`src/common/dlpc_pkg.sv`:
```
// Shared constants and carrier types for the debug link PHY config/status bank.
// Assumes one system clock; the link framer and access layer sit outside.
package dlpc_pkg;
  localparam logic [3:0] ADDR_REV_STATUS = 4'h0;
  localparam logic [3:0] ADDR_ERR_STATUS = 4'h1;
  localparam logic [3:0] ADDR_PHY_CTRL = 4'h2;
  localparam logic [3:0] ADDR_PHY_CTRL2 = 4'h3;
  localparam logic [3:0] ADDR_PHY_LAST = 4'h3;
  localparam logic [3:0] ADDR_KEY_STATUS = 4'h7;
  localparam logic [3:0] ADDR_RESET_REQ = 4'h8;
  localparam logic [3:0] ADDR_CLK_CTRL = 4'h9;
  localparam logic [3:0] ADDR_SYS_CTRL = 4'hA;
  localparam logic [3:0] ADDR_SYS_STATUS = 4'hB;
  localparam logic [3:0] ADDR_CRC_STATUS = 4'hC;
  localparam logic [3:0] ADDR_LAST = 4'hC;
  // Control field positions
  localparam int CTRL_GAP_BIT = 7;
  localparam int CTRL_PARITY_IGN_BIT = 5;
  localparam int CTRL_TMO_DIS_BIT = 4;
  localparam int CTRL_RSP_SUP_BIT = 3;
  localparam logic [7:0] CTRL_WR_MASK = 8'hBF;
  localparam logic [7:0] PHY_CTRL_RESET = 8'h00;
  localparam logic [7:0] CLK_CTRL_RESET = 8'h03;
  localparam logic [7:0] SYS_CTRL_RESET = 8'h01;
  localparam logic [7:0] RESET_REQ_CODE = 8'h59;
  // Error signature codes
  localparam logic [2:0] SIG_NONE = 3'h0;
  localparam logic [2:0] SIG_PARITY = 3'h1;
  localparam logic [2:0] SIG_FRAME = 3'h2;
  localparam logic [2:0] SIG_TIMEOUT = 3'h3;
  localparam logic [2:0] SIG_CLK_REC = 3'h4;
  localparam logic [2:0] SIG_CONTENTION = 3'h7;
  // Timing
  localparam int TMO_CYCLES = 65536;
  localparam int GAP_IDLE_CHARS = 2;
  localparam int CHAR_BITS = 12;
  localparam int GAP_CYCLES = GAP_IDLE_CHARS * CHAR_BITS;
  // Register access from the link framer
  typedef struct packed {
    logic rd;
    logic wr;
    logic [3:0] addr;
    logic [7:0] wdata;
  } dlpc_reg_req_t;
  // Link event strobes from the receiver
  typedef struct packed {
    logic parity_err;
    logic frame_err;
    logic start_err;
    logic contention;
  } dlpc_rx_err_t;
endpackage

```
`src/design/dlpc_turn_timer.sv`:
```
// Idle-cycle timer for turnaround guard and inter-byte gap.
// Assumes the transmitter asks for a delay with a one-cycle start pulse.
`timescale 1ns/1ns
module dlpc_turn_timer
  import dlpc_pkg::*;
(
  input wire logic clk_sys_in,
  input wire logic reset_in,
  input wire logic start_in,
  input wire logic [7:0] cycles_in,
  output logic busy_out
);
  logic [7:0] count;

  // Zero cycles means no delay at all
  always_ff @(posedge clk_sys_in)
  begin
    if (reset_in)
    begin
      count <= 8'h00;
      busy_out <= 1'b0;
    end
    else if (start_in)
    begin
      count <= cycles_in;
      busy_out <= (cycles_in != 8'h00);
    end
    else if (count > 8'h01)
    begin
      count <= count - 8'h01;
    end
    else
    begin
      count <= 8'h00;
      busy_out <= 1'b0;
    end
  end
endmodule

```
`src/design/dlpc_top.sv`:
```
// PHY configuration/status bank of the single-wire debug link.
// Register port is driven only by the link framer; the CPU has no path here.
`timescale 1ns/1ns
module dlpc_top
  import dlpc_pkg::*;
#(
  parameter logic [3:0] REVISION = 4'h1, // Arbitrary value
  parameter int TMO_LIMIT = TMO_CYCLES
)
(
  input wire logic clk_sys_in,
  input wire logic reset_in,
  input wire dlpc_reg_req_t reg_req_in,
  input wire dlpc_rx_err_t rx_err_in,
  input wire logic acc_req_in,
  input wire logic acc_rsp_in,
  input wire logic tx_turn_in,
  input wire logic tx_byte_done_in,
  input wire logic tx_multi_in,
  input wire logic [7:0] key_status_in,
  input wire logic [7:0] sys_status_in,
  input wire logic [7:0] crc_status_in,
  output logic [7:0] rdata_out,
  output logic rvalid_out,
  output logic tx_hold_out,
  output logic rsp_sig_enable_out,
  output logic sys_reset_out,
  output logic [7:0] clk_select_out,
  output logic [7:0] sys_ctrl_out
);
  logic [7:0] phy_ctrl;
  logic [7:0] phy_ctrl2;
  logic [2:0] err_sig;
  logic [7:0] clk_ctrl;
  logic [7:0] sys_ctrl;
  logic [16:0] tmo_count;
  logic tmo_active;
  logic tmo_hit;
  logic [2:0] next_sig;
  logic next_err;
  logic err_rd;
  logic timer_start;
  logic [7:0] timer_cycles;
  logic timer_busy;
  logic [7:0] guard_cycles;

  // Link-side register access only
  assign err_rd = reg_req_in.rd && (reg_req_in.addr == ADDR_ERR_STATUS);

  // Control register writes; bit 6 stays zero except in PHY_CTRL2, which takes all eight bits
  always_ff @(posedge clk_sys_in)
  begin
    if (reset_in)
    begin
      phy_ctrl <= PHY_CTRL_RESET;
      phy_ctrl2 <= PHY_CTRL_RESET;
      clk_ctrl <= CLK_CTRL_RESET;
      sys_ctrl <= SYS_CTRL_RESET;
    end
    else if (reg_req_in.wr)
    begin
      unique case (reg_req_in.addr)
        ADDR_PHY_CTRL: phy_ctrl <= reg_req_in.wdata & CTRL_WR_MASK;
        ADDR_PHY_CTRL2: phy_ctrl2 <= reg_req_in.wdata;
        ADDR_CLK_CTRL: clk_ctrl <= reg_req_in.wdata & 8'h03;
        ADDR_SYS_CTRL: sys_ctrl <= reg_req_in.wdata & 8'h03;
        default: ;
      endcase
    end
  end

  // Reset request holds while signature is present
  always_ff @(posedge clk_sys_in)
  begin
    if (reset_in)
      sys_reset_out <= 1'b0;
    else if (reg_req_in.wr && reg_req_in.addr == ADDR_RESET_REQ)
      sys_reset_out <= (reg_req_in.wdata == RESET_REQ_CODE);
  end

  // Access layer time-out counter
  always_ff @(posedge clk_sys_in)
  begin
    if (reset_in)
    begin
      tmo_count <= 17'h00000;
      tmo_active <= 1'b0;
    end
    else if (acc_req_in)
    begin
      tmo_count <= 17'h00000;
      tmo_active <= 1'b1;
    end
    else if (acc_rsp_in || tmo_hit)
      tmo_active <= 1'b0;
    else if (tmo_active)
      tmo_count <= tmo_count + 17'h00001;
  end

  assign tmo_hit = tmo_active && !acc_rsp_in && !phy_ctrl[CTRL_TMO_DIS_BIT]
                   && (tmo_count == 17'(TMO_LIMIT - 1));

  // Error priority: contention, then start, frame, parity, time-out
  always_comb
  begin
    next_err = 1'b1;
    if (rx_err_in.contention)
      next_sig = SIG_CONTENTION;
    else if (rx_err_in.start_err)
      next_sig = SIG_CLK_REC;
    else if (rx_err_in.frame_err)
      next_sig = SIG_FRAME;
    else if (rx_err_in.parity_err && !phy_ctrl[CTRL_PARITY_IGN_BIT])
      next_sig = SIG_PARITY;
    else if (tmo_hit)
      next_sig = SIG_TIMEOUT;
    else
    begin
      next_sig = SIG_NONE;
      next_err = 1'b0;
    end
  end

  // New error wins over the clear-on-read in the same cycle
  always_ff @(posedge clk_sys_in)
  begin
    if (reset_in)
      err_sig <= SIG_NONE;
    else if (next_err)
      err_sig <= next_sig;
    else if (err_rd)
      err_sig <= SIG_NONE;
  end

  // Read data; unmapped and reserved offsets read zero
  always_ff @(posedge clk_sys_in)
  begin
    if (reset_in)
    begin
      rdata_out <= 8'h00;
      rvalid_out <= 1'b0;
    end
    else
    begin
      rvalid_out <= reg_req_in.rd;
      if (reg_req_in.rd)
      begin
        unique case (reg_req_in.addr)
          ADDR_REV_STATUS: rdata_out <= {REVISION, 4'h0};
          ADDR_ERR_STATUS: rdata_out <= {5'h00, err_sig};
          ADDR_PHY_CTRL: rdata_out <= phy_ctrl;
          ADDR_PHY_CTRL2: rdata_out <= phy_ctrl2;
          ADDR_KEY_STATUS: rdata_out <= key_status_in;
          ADDR_RESET_REQ: rdata_out <= {7'h00, sys_reset_out};
          ADDR_CLK_CTRL: rdata_out <= clk_ctrl;
          ADDR_SYS_CTRL: rdata_out <= sys_ctrl;
          ADDR_SYS_STATUS: rdata_out <= sys_status_in;
          ADDR_CRC_STATUS: rdata_out <= crc_status_in;
          default: rdata_out <= 8'h00;
        endcase
      end
    end
  end

  // Guard time decode: 128 >> code, code 7 means none
  always_comb
  begin
    if (phy_ctrl[2:0] == 3'h7)
      guard_cycles = 8'h00;
    else
      guard_cycles = 8'h80 >> phy_ctrl[2:0];
  end

  // Turnaround uses guard only; later load bytes add the two-char gap
  always_comb
  begin
    timer_start = 1'b0;
    timer_cycles = 8'h00;
    if (tx_turn_in)
    begin
      timer_start = 1'b1;
      timer_cycles = guard_cycles;
    end
    else if (tx_byte_done_in && tx_multi_in && phy_ctrl[CTRL_GAP_BIT])
    begin
      timer_start = 1'b1;
      timer_cycles = 8'(GAP_CYCLES);
    end
  end

  dlpc_turn_timer u_timer (
    .clk_sys_in(clk_sys_in),
    .reset_in(reset_in),
    .start_in(timer_start),
    .cycles_in(timer_cycles),
    .busy_out(timer_busy)
  );

  // Registered outputs to the transmitter and access layer
  always_ff @(posedge clk_sys_in)
  begin
    if (reset_in)
    begin
      tx_hold_out <= 1'b0;
      rsp_sig_enable_out <= 1'b1;
      clk_select_out <= CLK_CTRL_RESET;
      sys_ctrl_out <= SYS_CTRL_RESET;
    end
    else
    begin
      tx_hold_out <= timer_busy || timer_start;
      rsp_sig_enable_out <= !phy_ctrl[CTRL_RSP_SUP_BIT];
      clk_select_out <= clk_ctrl;
      sys_ctrl_out <= sys_ctrl;
    end
  end

  // Assertions
  a_read_clears_sig: assert property (@(posedge clk_sys_in) disable iff (reset_in)
    (err_rd && !next_err) |=> (err_sig == SIG_NONE))
    else $error("signature not cleared by read");
  a_parity_ignored: assert property (@(posedge clk_sys_in) disable iff (reset_in)
    (phy_ctrl[CTRL_PARITY_IGN_BIT] && !$past(next_err)) |-> err_sig != SIG_PARITY
    || $past(err_sig) == SIG_PARITY)
    else $error("parity flagged while ignored");
  a_tmo_disabled: assert property (@(posedge clk_sys_in) disable iff (reset_in)
    phy_ctrl[CTRL_TMO_DIS_BIT] |-> !tmo_hit)
    else $error("time-out while check disabled");
  a_contention_code: assert property (@(posedge clk_sys_in) disable iff (reset_in)
    rx_err_in.contention |=> err_sig == SIG_CONTENTION)
    else $error("contention code missing");
  a_reset_req_hold: assert property (@(posedge clk_sys_in) disable iff (reset_in)
    (reg_req_in.wr && reg_req_in.addr == ADDR_RESET_REQ
     && reg_req_in.wdata == RESET_REQ_CODE) |=> sys_reset_out)
    else $error("system reset not asserted");
  a_rsp_suppress: assert property (@(posedge clk_sys_in) disable iff (reset_in)
    $rose(phy_ctrl[CTRL_RSP_SUP_BIT]) |=> !rsp_sig_enable_out)
    else $error("response signature not suppressed");
  a_gap_length: assert property (@(posedge clk_sys_in) disable iff (reset_in)
    (timer_start && timer_cycles == 8'(GAP_CYCLES)) |=> timer_busy [*8])
    else $error("inter-byte gap too short");
  a_guard_off: assert property (@(posedge clk_sys_in) disable iff (reset_in)
    (tx_turn_in && phy_ctrl[2:0] == 3'h7) |=> !timer_busy)
    else $error("guard inserted when off");
  a_rev_read: assert property (@(posedge clk_sys_in) disable iff (reset_in)
    (reg_req_in.rd && reg_req_in.addr == ADDR_REV_STATUS)
    |=> rdata_out[7:4] == REVISION)
    else $error("revision field wrong");
endmodule

```
`config.mk`:
```
export PLATFORM = sky130hd
export DESIGN_NAME = dlpc_top
export DESIGN_NICKNAME = d
export VERILOG_FILES = /design/src/common/dlpc_pkg.sv /design/src/design/dlpc_turn_timer.sv /design/src/design/dlpc_top.sv
export SDC_FILE = /design/constraint.sdc
export NUM_CORES = 1
export LEC_CHECK = 0
export BUFFER_PORTS_ARGS = -buffer_cell sky130_fd_sc_hd__buf_2
export CORE_ASPECT_RATIO = 1.1
export CORE_MARGIN = 4
export CORE_UTILIZATION = 54
export DETAILED_ROUTE_END_ITERATION = 8
export PLACE_DENSITY = 0.8
export SKIP_CTS_REPAIR_TIMING = 1
export SYNTH_ARGS = -nofsm -noshare
export SYNTH_HDL_FRONTEND = slang
export SYNTH_SLANG_ARGS = --single-unit
```
`constraint.sdc`:
```
create_clock -name clk_sys_in -period 3.25 [get_ports clk_sys_in]
set_clock_uncertainty 0.1 [all_clocks]
set_input_delay 0.975 -clock clk_sys_in [delete_from_list [all_inputs] [get_ports clk_sys_in]]
set_output_delay 0.975 -clock clk_sys_in [all_outputs]
set_load 0.01 [all_outputs]
```
# After elaboration in Yosys (flattened, before gate mapping)

Index checks and enable logic that the tools add are counted.

Bits in registers: 65
Latch bits: 0
Memory bits (writable): 0
ROM bits: 0
Input port bits: 49
Output and inout bits: 28
Logic and storage cells: 82
Memories: 0

$add $sub $neg: 2
$mul: 0
Divide/modulo/power cells: 0
Magnitude comparators: 1
Eq/ne operators: 13
Shift operators: 1
Muxes and demuxes: 24
Bitwise operators: 1
Reductions and logical operators: 24

Operators by type and width:

| kind                                                                     | number |
|---|---|
| 8-bit case mux with 10 select lines                                      | 1 |
| 8-bit 2-to-1 mux                                                         | 4 |
| 4-bit equality test (second input constant)                              | 5 |
| 17-bit by 1-bit adder with 17-bit output (second input constant)         | 1 |
| 17-bit by 16-bit equality test with 1-bit output (second input constant) | 1 |
| 3-bit 2-to-1 mux                                                         | 4 |
| 1-bit 2-to-1 mux                                                         | 11 |
| 2-bit AND reduction                                                      | 5 |
| 4-bit by 2-bit equality test with 1-bit output (second input constant)   | 2 |
| 8-bit by 7-bit equality test with 1-bit output (second input constant)   | 1 |
| 8-bit by 1-bit > comparator with 1-bit output (second input constant)    | 1 |
| 1-bit logical AND                                                        | 8 |
| 8-bit nonzero test                                                       | 1 |
| 8-bit by 3-bit >> shifter with 8-bit output (first input constant)       | 1 |
| 8-bit by 1-bit subtractor with 8-bit output (second input constant)      | 1 |
| 2-bit 2-to-1 mux                                                         | 3 |
| 5-bit 2-to-1 mux                                                         | 1 |
| 4-bit by 1-bit equality test with 1-bit output (second input constant)   | 1 |
| 4-bit by 3-bit equality test with 1-bit output (second input constant)   | 1 |
| 1-bit zero test                                                          | 4 |
| 4-bit zero test                                                          | 1 |
| 2-bit nonzero test                                                       | 2 |
| 3-bit equality test (second input constant)                              | 1 |
| 1-bit logical OR                                                         | 2 |
| other kinds (3)                                                          | 3 |

# Longest topological paths before layout

Gate-level depths: netlist (run 1).

Depth in word-level cells: 10
Gate-level depth with buffers: 9
Depth with buffers taken out: 8

# By module

Synthesis (run 1) repeated with hierarchy kept, for this count alone.

Cell total of the unflattened synthesis: 406
Area, all modules: 3403.3 um2

By module, submodules not included:

| module          | times used | cells an instance | area an instance (um2) | seq. area each (um2) |
|---|---|---|---|---|
| dlpc_top        | 1          | 348               | 2905.3                 | 1121.1 |
| dlpc_turn_timer | 1          | 58                | 498.0                  | 180.2 |

# Least setup slack after synthesis (run 1)

No wires, ideal clock.

Path kind: input -> register
Start: input port acc_rsp_in
End: register tmo_count[14]
Setup time: 0.071 ns
Arrival time: 2.317 ns
Data required time: 3.079 ns
Slack: 0.763 ns
Stages on the path: 6
Path buffers: 2
Cell sequence: nand2b_1 -> clkbuf_1 -> or4_1 -> buf_2 -> or4_1 -> a21oi_1

Longest elaborated chain between the ends: 7

Ends and longest elaborated chain:

| what                                   | line            | text |
|---|---|---|
| start, declared                        | dlpc_top.sv:16  | `input wire logic acc_rsp_in,` |
| 1-bit zero test                        | dlpc_top.sv:100 | `assign tmo_hit = tmo_active && !acc_rsp_in && !phy_ctrl[CTRL_TMO_DIS_BIT]` |
| 1-bit logical AND (2 in series)        | dlpc_top.sv:100 |  |
| 1-bit logical AND                      | dlpc_top.sv:101 | `&& (tmo_count == 17'(TMO_LIMIT - 1));` |
| 1-bit logical OR *                     | dlpc_top.sv:94  | `else if (acc_rsp_in \|\| tmo_hit)` |
| 1-bit NOT (no source line) *           | --              |  |
| 2-bit AND reduction (no source line) * | --              |  |
| end signal, assigned                   | dlpc_top.sv:97  | `tmo_count <= tmo_count + 17'h00001;` |
| end, declared                          | dlpc_top.sv:36  | `logic [16:0] tmo_count;` |

Every way passes the cells marked *; elsewhere a longest branch is shown, timed or not.
A chain may end at the register's enable or synchronous reset.

# Worst setup path after layout (run 1)

Start: register tmo_count[6]
End: register tmo_count[6]

Longest elaborated chain between the ends: 5
Elaborated cells on any way between the ends: 6
Classes of those cells: add/sub (1); eq/ne (1); bitwise (1); reduce/logical (3)

Ends and longest elaborated chain:

| what |
|---|
| branches (longest 5 deep; another with 17-bit by 1-bit adder with 17-bit output) |

Several ways; the timed one is not identified.

==> results.md, run 1 <==
* Status: finished clean
* Cell types occupying the most area after synthesis: sky130_fd_sc_hd__dfxtp_1, sky130_fd_sc_hd__mux2i_1, sky130_fd_sc_hd__nor2_1
* Min-Delay Path Class: reg2reg
* Total power per unit cell area at 487.9 nW/µm²
* Hold_ws at 312.9 ps
* Number of H-tree levels at 3
* Rel. slew slack at 42.43%
* Worst IR drop on VDD at 0.2898 mV
* Initial antenna violation count at 0
* Clock Pin Slew Worst Setup and Hold Paths at 70 ps
* Layout overhead on the synthesized area at 13.71%
* Pre-CTS setup slack at 502.7 ps
* Fillers at 514
* Floorplan Core Area at 5878 µm²
* Top-count cell post-synth: sky130_fd_sc_hd__dfxtp_1
* Hold Path Depth at 1
* Area share of the largest cell type after synthesis at 38.86%
* Maximum fanout encountered on the critical timing path at 11
* Global-route congestion overflow total at 0
* Setup slack on the worst flop-to-flop path at roughly 460 ps
* Total count of max-transition violations in the final report at 0
* Fraction of final layout cells sized beyond drive strength 1 at 21.87%
* Final #Nets at ~500
* Gr usage total at 20.39%
* Launching element of the worst setup path: tmo_count[6]
* Clock net sink count at 65
* Die area at 7526 µm²
* Total non-filler cell area in the finished layout at 3807 µm²
* Final routed DRC violation total at 0
* Largest net degree at the start of global routing at 30
* Die width at ~83 µm
* Number of library cell types mapped by synthesis at 60
* First-pass GRT wire length at about 13000 µm
* Final worst path period share at 85.94%
* Average routed wire per standard cell at 15.22 µm
* Worst Setup Start Kind: flop
* Number of flops mapped to enable cells by yosys at 0
* Sum of net half-perimeters after detailed placement at 5833 µm
* Diode insertion count for antenna repair at 0
* Largest area contributor in the synthesized netlist: sky130_fd_sc_hd__dfxtp_1
* Count of boundary I/O pins at 77
* CTS tree: yes
* Number of search-and-repair iterations in the first detailed-routing pass at 6
* Flip-flop and latch count after synthesis at 65
* Clock tree root buffer cell: sky130_fd_sc_hd__clkbuf_8
* Most frequent cells after synthesis: sky130_fd_sc_hd__dfxtp_1, sky130_fd_sc_hd__nor2_1, sky130_fd_sc_hd__mux2i_1
* Routability congestion estimate from global placement at 0.8044
* Post-layout util at 64.77%
* Data arrival time of the critical path at 2910 ps
* Worst reg2reg startpoint: tmo_count[6]
* Share of synthesized area occupied by flip-flops and latches at 38.86%
* Number of vias after detailed routing at 2904
* Total clock buffers created by CTS at 9
* Worst setup endpoint: tmo_count[6]
* Die Span Y at 90.59 µm
* Depth of the most critical reg-to-reg path at 8
* Pin slew with the least headroom to its limit at ~860 ps
* Shortest clock period the worst path allows after layout at 2793 ps
* Worst setup path category: reg2reg
* Clock latency at the later pin of the worst-skew pair at 340 ps
* Maximum clock rate at roughly 0.36 GHz
* Row count at 29
* Cell count after synthesis at 380
* Iteration-0 DRC Markers at 153
* Avg Vias per Cell at 5.628
* Max Root-Sink Buffers at 2
* Number of setup violations in the final report at 0
* Warnings from Yosys at 0
* Fin Setup TNS at 0 ps
* # Max-Cap Violations at 0
* Via count of the first global-routing pass at 2893
* Unrepaired setup endpoints after global routing: false
* Share of async-settable or async-resettable flops after synthesis at 0%
* Static leakage power at 1.572 nW
* Count of antenna-violating nets left after detailed routing at 0
* Worst flop-to-flop path endpoint: tmo_count[6]
* Post-DP Area at roughly 3600 µm²
* Prevailing post-synth register cell: sky130_fd_sc_hd__dfxtp_1
* Synthesized area divided by synthesized cell count at 8.811 µm²
* Total of buffers placed on input and output ports at 64
* Category of the worst setup path capture point: flop
* Smallest setup slack after layout at about 460 ps
* Post-synthesis cell area at 3348 µm²
* Final routed wirelength across all metal layers at 7851 µm
* Hold violation total from the final report at 0
* Required time of the critical path at roughly 3400 ps
* Launch instance of the worst min-delay path: phy_ctrl[3]
* Starting density of the core at 56.96%
## metal layers
metal	part of all wire [%]	up-vias	global-route usage (%)
li1	-	1465	-
met1	44	1329	24.05
met3	6.1	18	5.201
met4	2.5	0	10.08
met5	0	-	0
met2	48	92	34.16
## cell type report
cell class / count / area [µm²] / share of cell area (%)
well taps: 77 / 96.34 / 2.530
clock inverters: 6 / 35.03 / 0.9201
clock buffers: 10 / 127.6 / 3.352
flip-flops and latches: 65 / 1301 / 34.18
inverters: 7 / 26.28 / 0.6901
multi-input cells: 285 / 1886 / 49.52
repair buffers: 66 / 335.3 / 8.807
## where the power goes
part / internal (W) / switching (W) / total, W
combinational: 0.000188 / 0.000200 / 0.000388
sequential: 0.000842 / 0.0000445 / 0.000886
clock: 0.000271 / 0.000312 / 0.000583
## worst max-delay path: stages (launching register included)
cell                      delay (ps)
sky130_fd_sc_hd__dfxtp_1         410
sky130_fd_sc_hd__nand3_1         150
sky130_fd_sc_hd__or2_2           360
sky130_fd_sc_hd__nor4_1          320
sky130_fd_sc_hd__ha_1            230
sky130_fd_sc_hd__nor2b_1         530
sky130_fd_sc_hd__or4_1           350
sky130_fd_sc_hd__xor2_1          180
sky130_fd_sc_hd__nor2_1           50
## cell families after synthesis
logic type	Yosys count	synth area share (%)
AND/OR/NAND/NOR	156	25.00
AO/OA/AOI/OAI	72	16.52
multiplexers	31	9.342
adder cells (fa/ha/maj)	4	1.495
buffers and inverters	41	6.054
other	1	0.1120
flip-flops	65	38.86
XOR/XNOR	10	2.616
## flip-flops by register name, indices dropped and copies added (netlist names), 2 cells and up
| register | count |
|---|---|
| u_timer.count | 8 |
| sys_ctrl | 2 |
| phy_ctrl | 7 |
| phy_ctrl2 | 8 |
| tmo_count | 17 |
| clk_select_out | 2 |
| rdata_out | 8 |
| clk_ctrl | 2 |
| sys_ctrl_out | 2 |
| err_sig | 3 |
## metrics by stage
stage	cells	power (W)
floorplan	391	0.001202
global placement	500	0.001280
detailed placement	500	0.001289
CTS	516	0.001868
global route	516	0.001953
finish	516	0.001857
## worst min-delay path by stage
stage                    endpoint
2_1_floorplan  rsp_sig_enable_out
3_3_place_gp   rsp_sig_enable_out
3_5_place_dp   rsp_sig_enable_out
4_1_cts        rsp_sig_enable_out
5_1_grt        rsp_sig_enable_out
6_report       rsp_sig_enable_out
## cell usage in the layout (no fill, tap or decap), types with 5 or more instances in the layout
cell                       netlist  layout
sky130_fd_sc_hd__or2_2           6       6
sky130_fd_sc_hd__nor2b_1        14      14
sky130_fd_sc_hd__xnor2_1         6       6
sky130_fd_sc_hd__or3_1           5       5
sky130_fd_sc_hd__a22o_1          5       5
sky130_fd_sc_hd__o21ai_0         9       9
sky130_fd_sc_hd__nor3_1          5       5
sky130_fd_sc_hd__buf_2           3      64
sky130_fd_sc_hd__nand2b_1       12      12
sky130_fd_sc_hd__clkbuf_8        0       9
sky130_fd_sc_hd__mux2i_1        29      29
sky130_fd_sc_hd__a21oi_1        13      13
sky130_fd_sc_hd__nand3_1        11      11
sky130_fd_sc_hd__dfxtp_1        65      65
sky130_fd_sc_hd__nand2_1        28      28
sky130_fd_sc_hd__conb_1          1      12
sky130_fd_sc_hd__inv_1           7       7
sky130_fd_sc_hd__or4_1          10      10
sky130_fd_sc_hd__nor2_1         40      40
No activity file was read; power rests on OpenSTA's default activity.
==> inputs of run 2 (changes only) <==
--- a/config.mk
+++ b/config.mk
@@ -8,9 +8,9 @@
 export BUFFER_PORTS_ARGS = -buffer_cell sky130_fd_sc_hd__buf_2
 export CORE_ASPECT_RATIO = 1.1
 export CORE_MARGIN = 4
-export CORE_UTILIZATION = 54
+export CORE_UTILIZATION = 50
 export DETAILED_ROUTE_END_ITERATION = 8
-export PLACE_DENSITY = 0.8
+export PLACE_DENSITY = 0.75
 export SKIP_CTS_REPAIR_TIMING = 1
 export SYNTH_ARGS = -nofsm -noshare
 export SYNTH_HDL_FRONTEND = slang
==> results.md, run 2 (synthesis gave the netlist of run 1 again) <==
* Worst reg2reg startpoint: tmo_count[6]
* Shortest clock period the worst path allows after layout at 2776 ps (-17.19 ps)
* Maximum fanout encountered on the critical timing path at 11 (unchanged)
* Post-layout util at 59.94% (-4.8 points)
* Required time of the critical path at 3370 ps (about the same)
* Met3 Wirelength at 405 µm (-16%)
* Gr usage total at 19.96% (-0.43 points)
* Avg Vias per Cell at 5.641 (+0.22%)
* Fraction of final layout cells sized beyond drive strength 1 at 22.45% (+0.58 points)
* Diode insertion count for antenna repair at 0 (unchanged)
* Total power per unit cell area at 551.9 nW/µm² (+13%)
* Slowest stage delay, CP at 530 ps (about the same)
* Largest net degree at the start of global routing at 27 (-10%)
* CTS tree: yes
* Total of buffers placed on input and output ports at 64 (unchanged)
* Total clock buffers created by CTS at 9 (unchanged)
* Clock Pin Slew Worst Setup and Hold Paths at 70 ps (about the same)
* Unrepaired setup endpoints after global routing: false
* Count of antenna-violating nets left after detailed routing at 0 (unchanged)
* Top layer in use: met4
* Max Root-Sink Buffers at 2 (unchanged)
* Number of search-and-repair iterations in the first detailed-routing pass at 4 (-2)
* Number of vias after detailed routing at 2950 (+1.6%)
* Data arrival time of the critical path at 2890 ps (-20 ps)
* Final routed DRC violation total at 0 (unchanged)
* Launching element of the worst setup path: tmo_count[6]
* Worst IR drop on VDD at 0.3788 mV (+31%)
* Total count of max-transition violations in the final report at 0 (unchanged)
* Number of H-tree levels at 3 (unchanged)
* Final worst path period share at 85.41% (-0.53 points)
* Die width at 86.03 µm (+3.5%)
* Global-route congestion overflow total at 0 (unchanged)
* Largest Register: tmo_count
* Maximum clock rate at 0.3603 GHz (+0.62%)
* Met1 wire length at 3682 µm (+7.4%)
* Via count of the first global-routing pass at 2789 (-3.6%)
* Final routed wirelength across all metal layers at 7869 µm (+0.23%)
* Die area at 8071 µm² (+7.2%)
* Average routed wire per standard cell at 15.05 µm (-1.1%)
* Category of the worst setup path capture point: flop
* Fin Setup TNS at 0 ps (unchanged)
* Top library cells by usage in the layout, fill and taps aside: sky130_fd_sc_hd__dfxtp_1, sky130_fd_sc_hd__buf_2, sky130_fd_sc_hd__nor2_1
* Pin slew with the least headroom to its limit at 873.6 ps (+17.86 ps)
* Ordered list of cells on the worst path: nand3_1 > or2_2 > nor4_1 > ha_1 > nor2b_1 > or4_1 > xor2_1 > nor2_1
* Hold_ws at 333.3 ps (+20.40 ps)
* First-pass GRT wire length at 12900 µm (+1.1%)
* Clock net sink count at 65 (unchanged)
* Row count at 31 (+6.9%)
* Static leakage power at 1.629 nW (+3.6%)
* Clock latency at the later pin of the worst-skew pair at 340 ps (about the same)
* Initial antenna violation count at 0 (unchanged)
* Worst flop-to-flop path endpoint: tmo_count[6]
* Worst setup path category: reg2reg
* Critical path buffers and inverters at 0 (unchanged)
* Status: finished clean
* Family with the most delay on the worst path: simple AND/OR/NAND/NOR gates
* Metal2 WL at 3604 µm (-3.8%)
* Worst path slowest cell: sky130_fd_sc_hd__nor2b_1
* Layout overhead on the synthesized area at 17.34%
* Routability congestion estimate from global placement at 0.8634 (+7.3%)
* Starting density of the core at 51.08% (-5.9 points)
* Min-Delay Path Class: reg2reg
* Die Span Y at 93.83 µm (+3.6%)
* Setup slack on the worst flop-to-flop path at 470 ps (+20 ps)
* Rel. slew slack at 41.22% (-1.2 points)
* Worst setup endpoint: tmo_count[6]
* Floorplan Core Area at 6555 µm² (+12%)
* Number of setup violations in the final report at 0 (unchanged)
* # Max-Cap Violations at 0 (unchanged)
* Worst Setup Start Kind: flop
* Sum of net half-perimeters after detailed placement at 5810 µm (-0.39%)
* Count of boundary I/O pins at 77 (unchanged)
* Power after layout at 0.002168 W (+17%)
* Hold violation total from the final report at 0 (unchanged)
* Final #Nets at 489 (+0.41%)
* Depth of the most critical reg-to-reg path at 8 (unchanged)
* Max FFs per register at 17 (unchanged)
* Post-DP Area at 3666 µm² (+0.58%)
* Leading cell type in the layout, fill and taps excluded: sky130_fd_sc_hd__dfxtp_1
* Clock tree root buffer cell: sky130_fd_sc_hd__clkbuf_8
* Iteration-0 DRC Markers at 152 (-0.65%)
* Total non-filler cell area in the finished layout at 3929 µm² (+3.2%)
* Number of logic stages on the critical path including buffering at 8 (unchanged)
[run 2: layout make-up]
cell class	count	area, µm²
fill	578	2626
multi-input combinational	285	1886
sequential	65	1301
timing repair buffer	68	350.3
clock buffer	12	165.2
tap	82	102.6
clock inverter	4	97.59
inverter	7	26.28
[run 2: how the worst min path moves through the flow]
stage	startpoint	endpoint	slack, ps	depth (start not counted)
after floorplan	phy_ctrl[3]	rsp_sig_enable_out	280	1
after global placement	phy_ctrl[3]	rsp_sig_enable_out	310	1
after detailed placement	phy_ctrl[3]	rsp_sig_enable_out	310	1
after CTS	phy_ctrl[3]	rsp_sig_enable_out	340	1
after global routing	phy_ctrl[3]	rsp_sig_enable_out	370	1
final	phy_ctrl[3]	rsp_sig_enable_out	330	1
[run 2: per-stage QoR]
stage               std cells  worst slack (ps)
global placement          507             554.5
floorplan                 391             762.7
finish                    523             474.2
CTS                       523             465.5
global route              523             203.2
detailed placement        507             499.2
[run 2: layer usage]
layer	track usage [%]	vias up
met5	0	-
met4	8.971	0
met3	3.947	16
met2	31.94	81
met1	25.80	1376
li1	-	1477
[run 2: worst register-to-register path, delay by kind of cell, from the launching register on]
kind	cells	cell delay (ps)
xor gates and xnor gates	1	180
adders and majority gates	1	220
DFF	1	420
and+or+nand+nor	6	1750
[run 2: power by group]
group | internal (W) | leakage, nW | total [W] | switching [W]
clock | 0.000573 | 0.129 | 0.000892 | 0.000319
sequential | 0.000842 | 0.528 | 0.000884 | 0.0000420
combinational | 0.000189 | 0.972 | 0.000393 | 0.000204
total | 0.00160 | 1.63 | 0.00217 | 0.000565
==> inputs of run 3 (changes only) <==
--- a/config.mk
+++ b/config.mk
@@ -8,9 +8,9 @@
 export BUFFER_PORTS_ARGS = -buffer_cell sky130_fd_sc_hd__buf_2
 export CORE_ASPECT_RATIO = 1.1
 export CORE_MARGIN = 4
-export CORE_UTILIZATION = 50
+export CORE_UTILIZATION = 49
 export DETAILED_ROUTE_END_ITERATION = 8
-export PLACE_DENSITY = 0.75
+export PLACE_DENSITY = 0.76
 export SKIP_CTS_REPAIR_TIMING = 1
 export SYNTH_ARGS = -nofsm -noshare
 export SYNTH_HDL_FRONTEND = slang
==> constraint.sdc (replaced) <==
create_clock -name clk_sys_in -period 2.3 [get_ports clk_sys_in]
set_clock_uncertainty 0.1 [all_clocks]
set_input_delay 0.69 -clock clk_sys_in [delete_from_list [all_inputs] [get_ports clk_sys_in]]
set_output_delay 0.69 -clock clk_sys_in [all_outputs]
set_load 0.01 [all_outputs]
==> results.md, run 3 (synthesis gave the netlist of run 1 again) <==
* Final #Nets at 521 (+6.5%)
* Worst reg2reg startpoint: tmo_count[0]
* Launching element of the worst setup path: tmo_count[0]
* Leading cell type in the layout, fill and taps excluded: sky130_fd_sc_hd__buf_2
* Min-Delay Path Class: reg2reg
* Avg Vias per Cell at 5.701 (+1.1%)
* Number of H-tree levels at 3 (unchanged)
* Number of search-and-repair iterations in the first detailed-routing pass at 4 (unchanged)
* Number of setup violations in the final report at 0 (unchanged)
* Gr usage total at 21.75% (+1.8 points)
* Die Span Y at 94.70 µm (+0.93%)
* Total count of max-transition violations in the final report at 0 (unchanged)
* Initial antenna violation count at 0 (unchanged)
* Category of the worst setup path capture point: flop
* Max FFs per register at 17 (unchanged)
* Count of antenna-violating nets left after detailed routing at 0 (unchanged)
* Max Root-Sink Buffers at 2 (unchanged)
* Fin Setup TNS at 0 ps (unchanged)
* Maximum fanout encountered on the critical timing path at 8 (-3)
* Worst Setup Start Kind: flop
* Worst IR drop on VDD at 0.4408 mV (+16%)
* Total power per unit cell area at 717.8 nW/µm² (+30%)
* Total non-filler cell area in the finished layout at 4224 µm² (+7.5%)
* Total of buffers placed on input and output ports at 64 (unchanged)
* Global-route congestion overflow total at 0 (unchanged)
* Floorplan Core Area at 6633 µm² (+1.2%)
* Shortest clock period the worst path allows after layout at 2281 ps (-494.9 ps)
* Clock tree root buffer cell: sky130_fd_sc_hd__clkbuf_8
* Status: finished clean
* Total clock buffers created by CTS at 9 (unchanged)
* Die area at 8221 µm² (+1.9%)
* Required time of the critical path at 2490 ps (-880 ps)
* Largest net degree at the start of global routing at 31 (+15%)
* Final routed wirelength across all metal layers at 9019 µm (+15%)
* Final worst path period share at 99.17% (+14 points)
* Top library cells by usage in the layout, fill and taps aside: sky130_fd_sc_hd__buf_2, sky130_fd_sc_hd__dfxtp_1, sky130_fd_sc_hd__nor2_1
* Row count at 31 (unchanged)
* Number of vias after detailed routing at 3164 (+7.3%)
* Hold_ws at 320.9 ps (-12.33 ps)
* Count of boundary I/O pins at 77 (unchanged)
* Layout overhead on the synthesized area at 26.16%
* Hold violation total from the final report at 0 (unchanged)
* Routability congestion estimate from global placement at 0.8982 (+4.0%)
* Clock Pin Slew Worst Setup and Hold Paths at 80 ps (about the same)
* Iteration-0 DRC Markers at 167 (+9.9%)
* Fraction of final layout cells sized beyond drive strength 1 at 31.08% (+8.6 points)
* # Max-Cap Violations at 0 (unchanged)
* Maximum clock rate at 0.4384 GHz (+22%)
* Data arrival time of the critical path at 2470 ps (-420 ps)
* Largest Register: tmo_count
* Die width at 86.82 µm (+0.92%)
* Static leakage power at 1.819 nW (+12%)
* Average routed wire per standard cell at 16.25 µm (+8.0%)
* Worst setup path category: reg2reg
* Power after layout at 0.003032 W (+40%)
* Diode insertion count for antenna repair at 0 (unchanged)
* Clock net sink count at 65 (unchanged)
* Sum of net half-perimeters after detailed placement at 6505 µm (+12%)
* Post-DP Area at 3876 µm² (+5.7%)
* First-pass GRT wire length at 14070 µm (+9.1%)
* Clock latency at the later pin of the worst-skew pair at 350 ps (about the same)
* Final routed DRC violation total at 0 (unchanged)
* Starting density of the core at 50.48% (-0.60 points)
* Launch instance of the worst min-delay path: phy_ctrl[3]
* Via count of the first global-routing pass at 2961 (+6.2%)
* CTS tree: yes
==> run 3: final timing paths <==
| kind | cells past startpoint | slack [ps] | end |
|---|---|---|---|
| setup / recovery | 8 | 20 | tmo_count[14] |
| hold / removal | 1 | 320 | rsp_sig_enable_out |
| setup reg to reg | 8 | 20 | tmo_count[14] |
| hold reg to reg | 1 | 320 | rsp_sig_enable_out |
==> run 3: report_power, final <==
part / internal, W / total (W) / switching, W
combinational: 0.000280 / 0.000581 / 0.000301
clock: 0.000748 / 0.00120 / 0.000454
sequential: 0.00119 / 0.00125 / 0.0000603
total: 0.00222 / 0.00303 / 0.000815
==> run 3: critical path: stages (launching register included) <==
cell	delay, ps
sky130_fd_sc_hd__dfxtp_2	320
sky130_fd_sc_hd__ha_2	200
sky130_fd_sc_hd__nand2_4	80
sky130_fd_sc_hd__nor4_4	40
sky130_fd_sc_hd__ha_2	190
sky130_fd_sc_hd__nor2b_4	130
sky130_fd_sc_hd__or4_4	580
sky130_fd_sc_hd__or4_4	440
sky130_fd_sc_hd__a21oi_2	150
==> run 3: cell type report <==
| class | count | area (µm²) |
|---|---|---|
| fill | 567 | 2409 |
| multi-input combinational | 285 | 1948 |
| sequential | 65 | 1309 |
| timing repair buffer | 100 | 594.3 |
| clock buffer | 11 | 141.4 |
| clock inverter | 5 | 102.6 |
| tap | 82 | 102.6 |
| inverter | 7 | 26.28 |
==> run 3: routing by layer <==
metal | vias to the layer above | GRT usage [%] | wire [µm]
li1 | 1528 | - | -
met1 | 1488 | 27.92 | 3841
met2 | 116 | 33.80 | 4271
met3 | 32 | 4.799 | 555
met4 | 0 | 11.69 | 351
met5 | - | 0 | 0
==> run 3: metrics by stage <==
step | utilization (%) | instances | worst slack [ps]
after CTS | 62.12 | 551 | -81.08
after detailed placement | 58.44 | 535 | -78.38
after global routing | 63.69 | 555 | -57.39
after floorplan | - | 391 | 20.90
final | 63.69 | 555 | 19.10
after global placement | 58.44 | 535 | 10.19
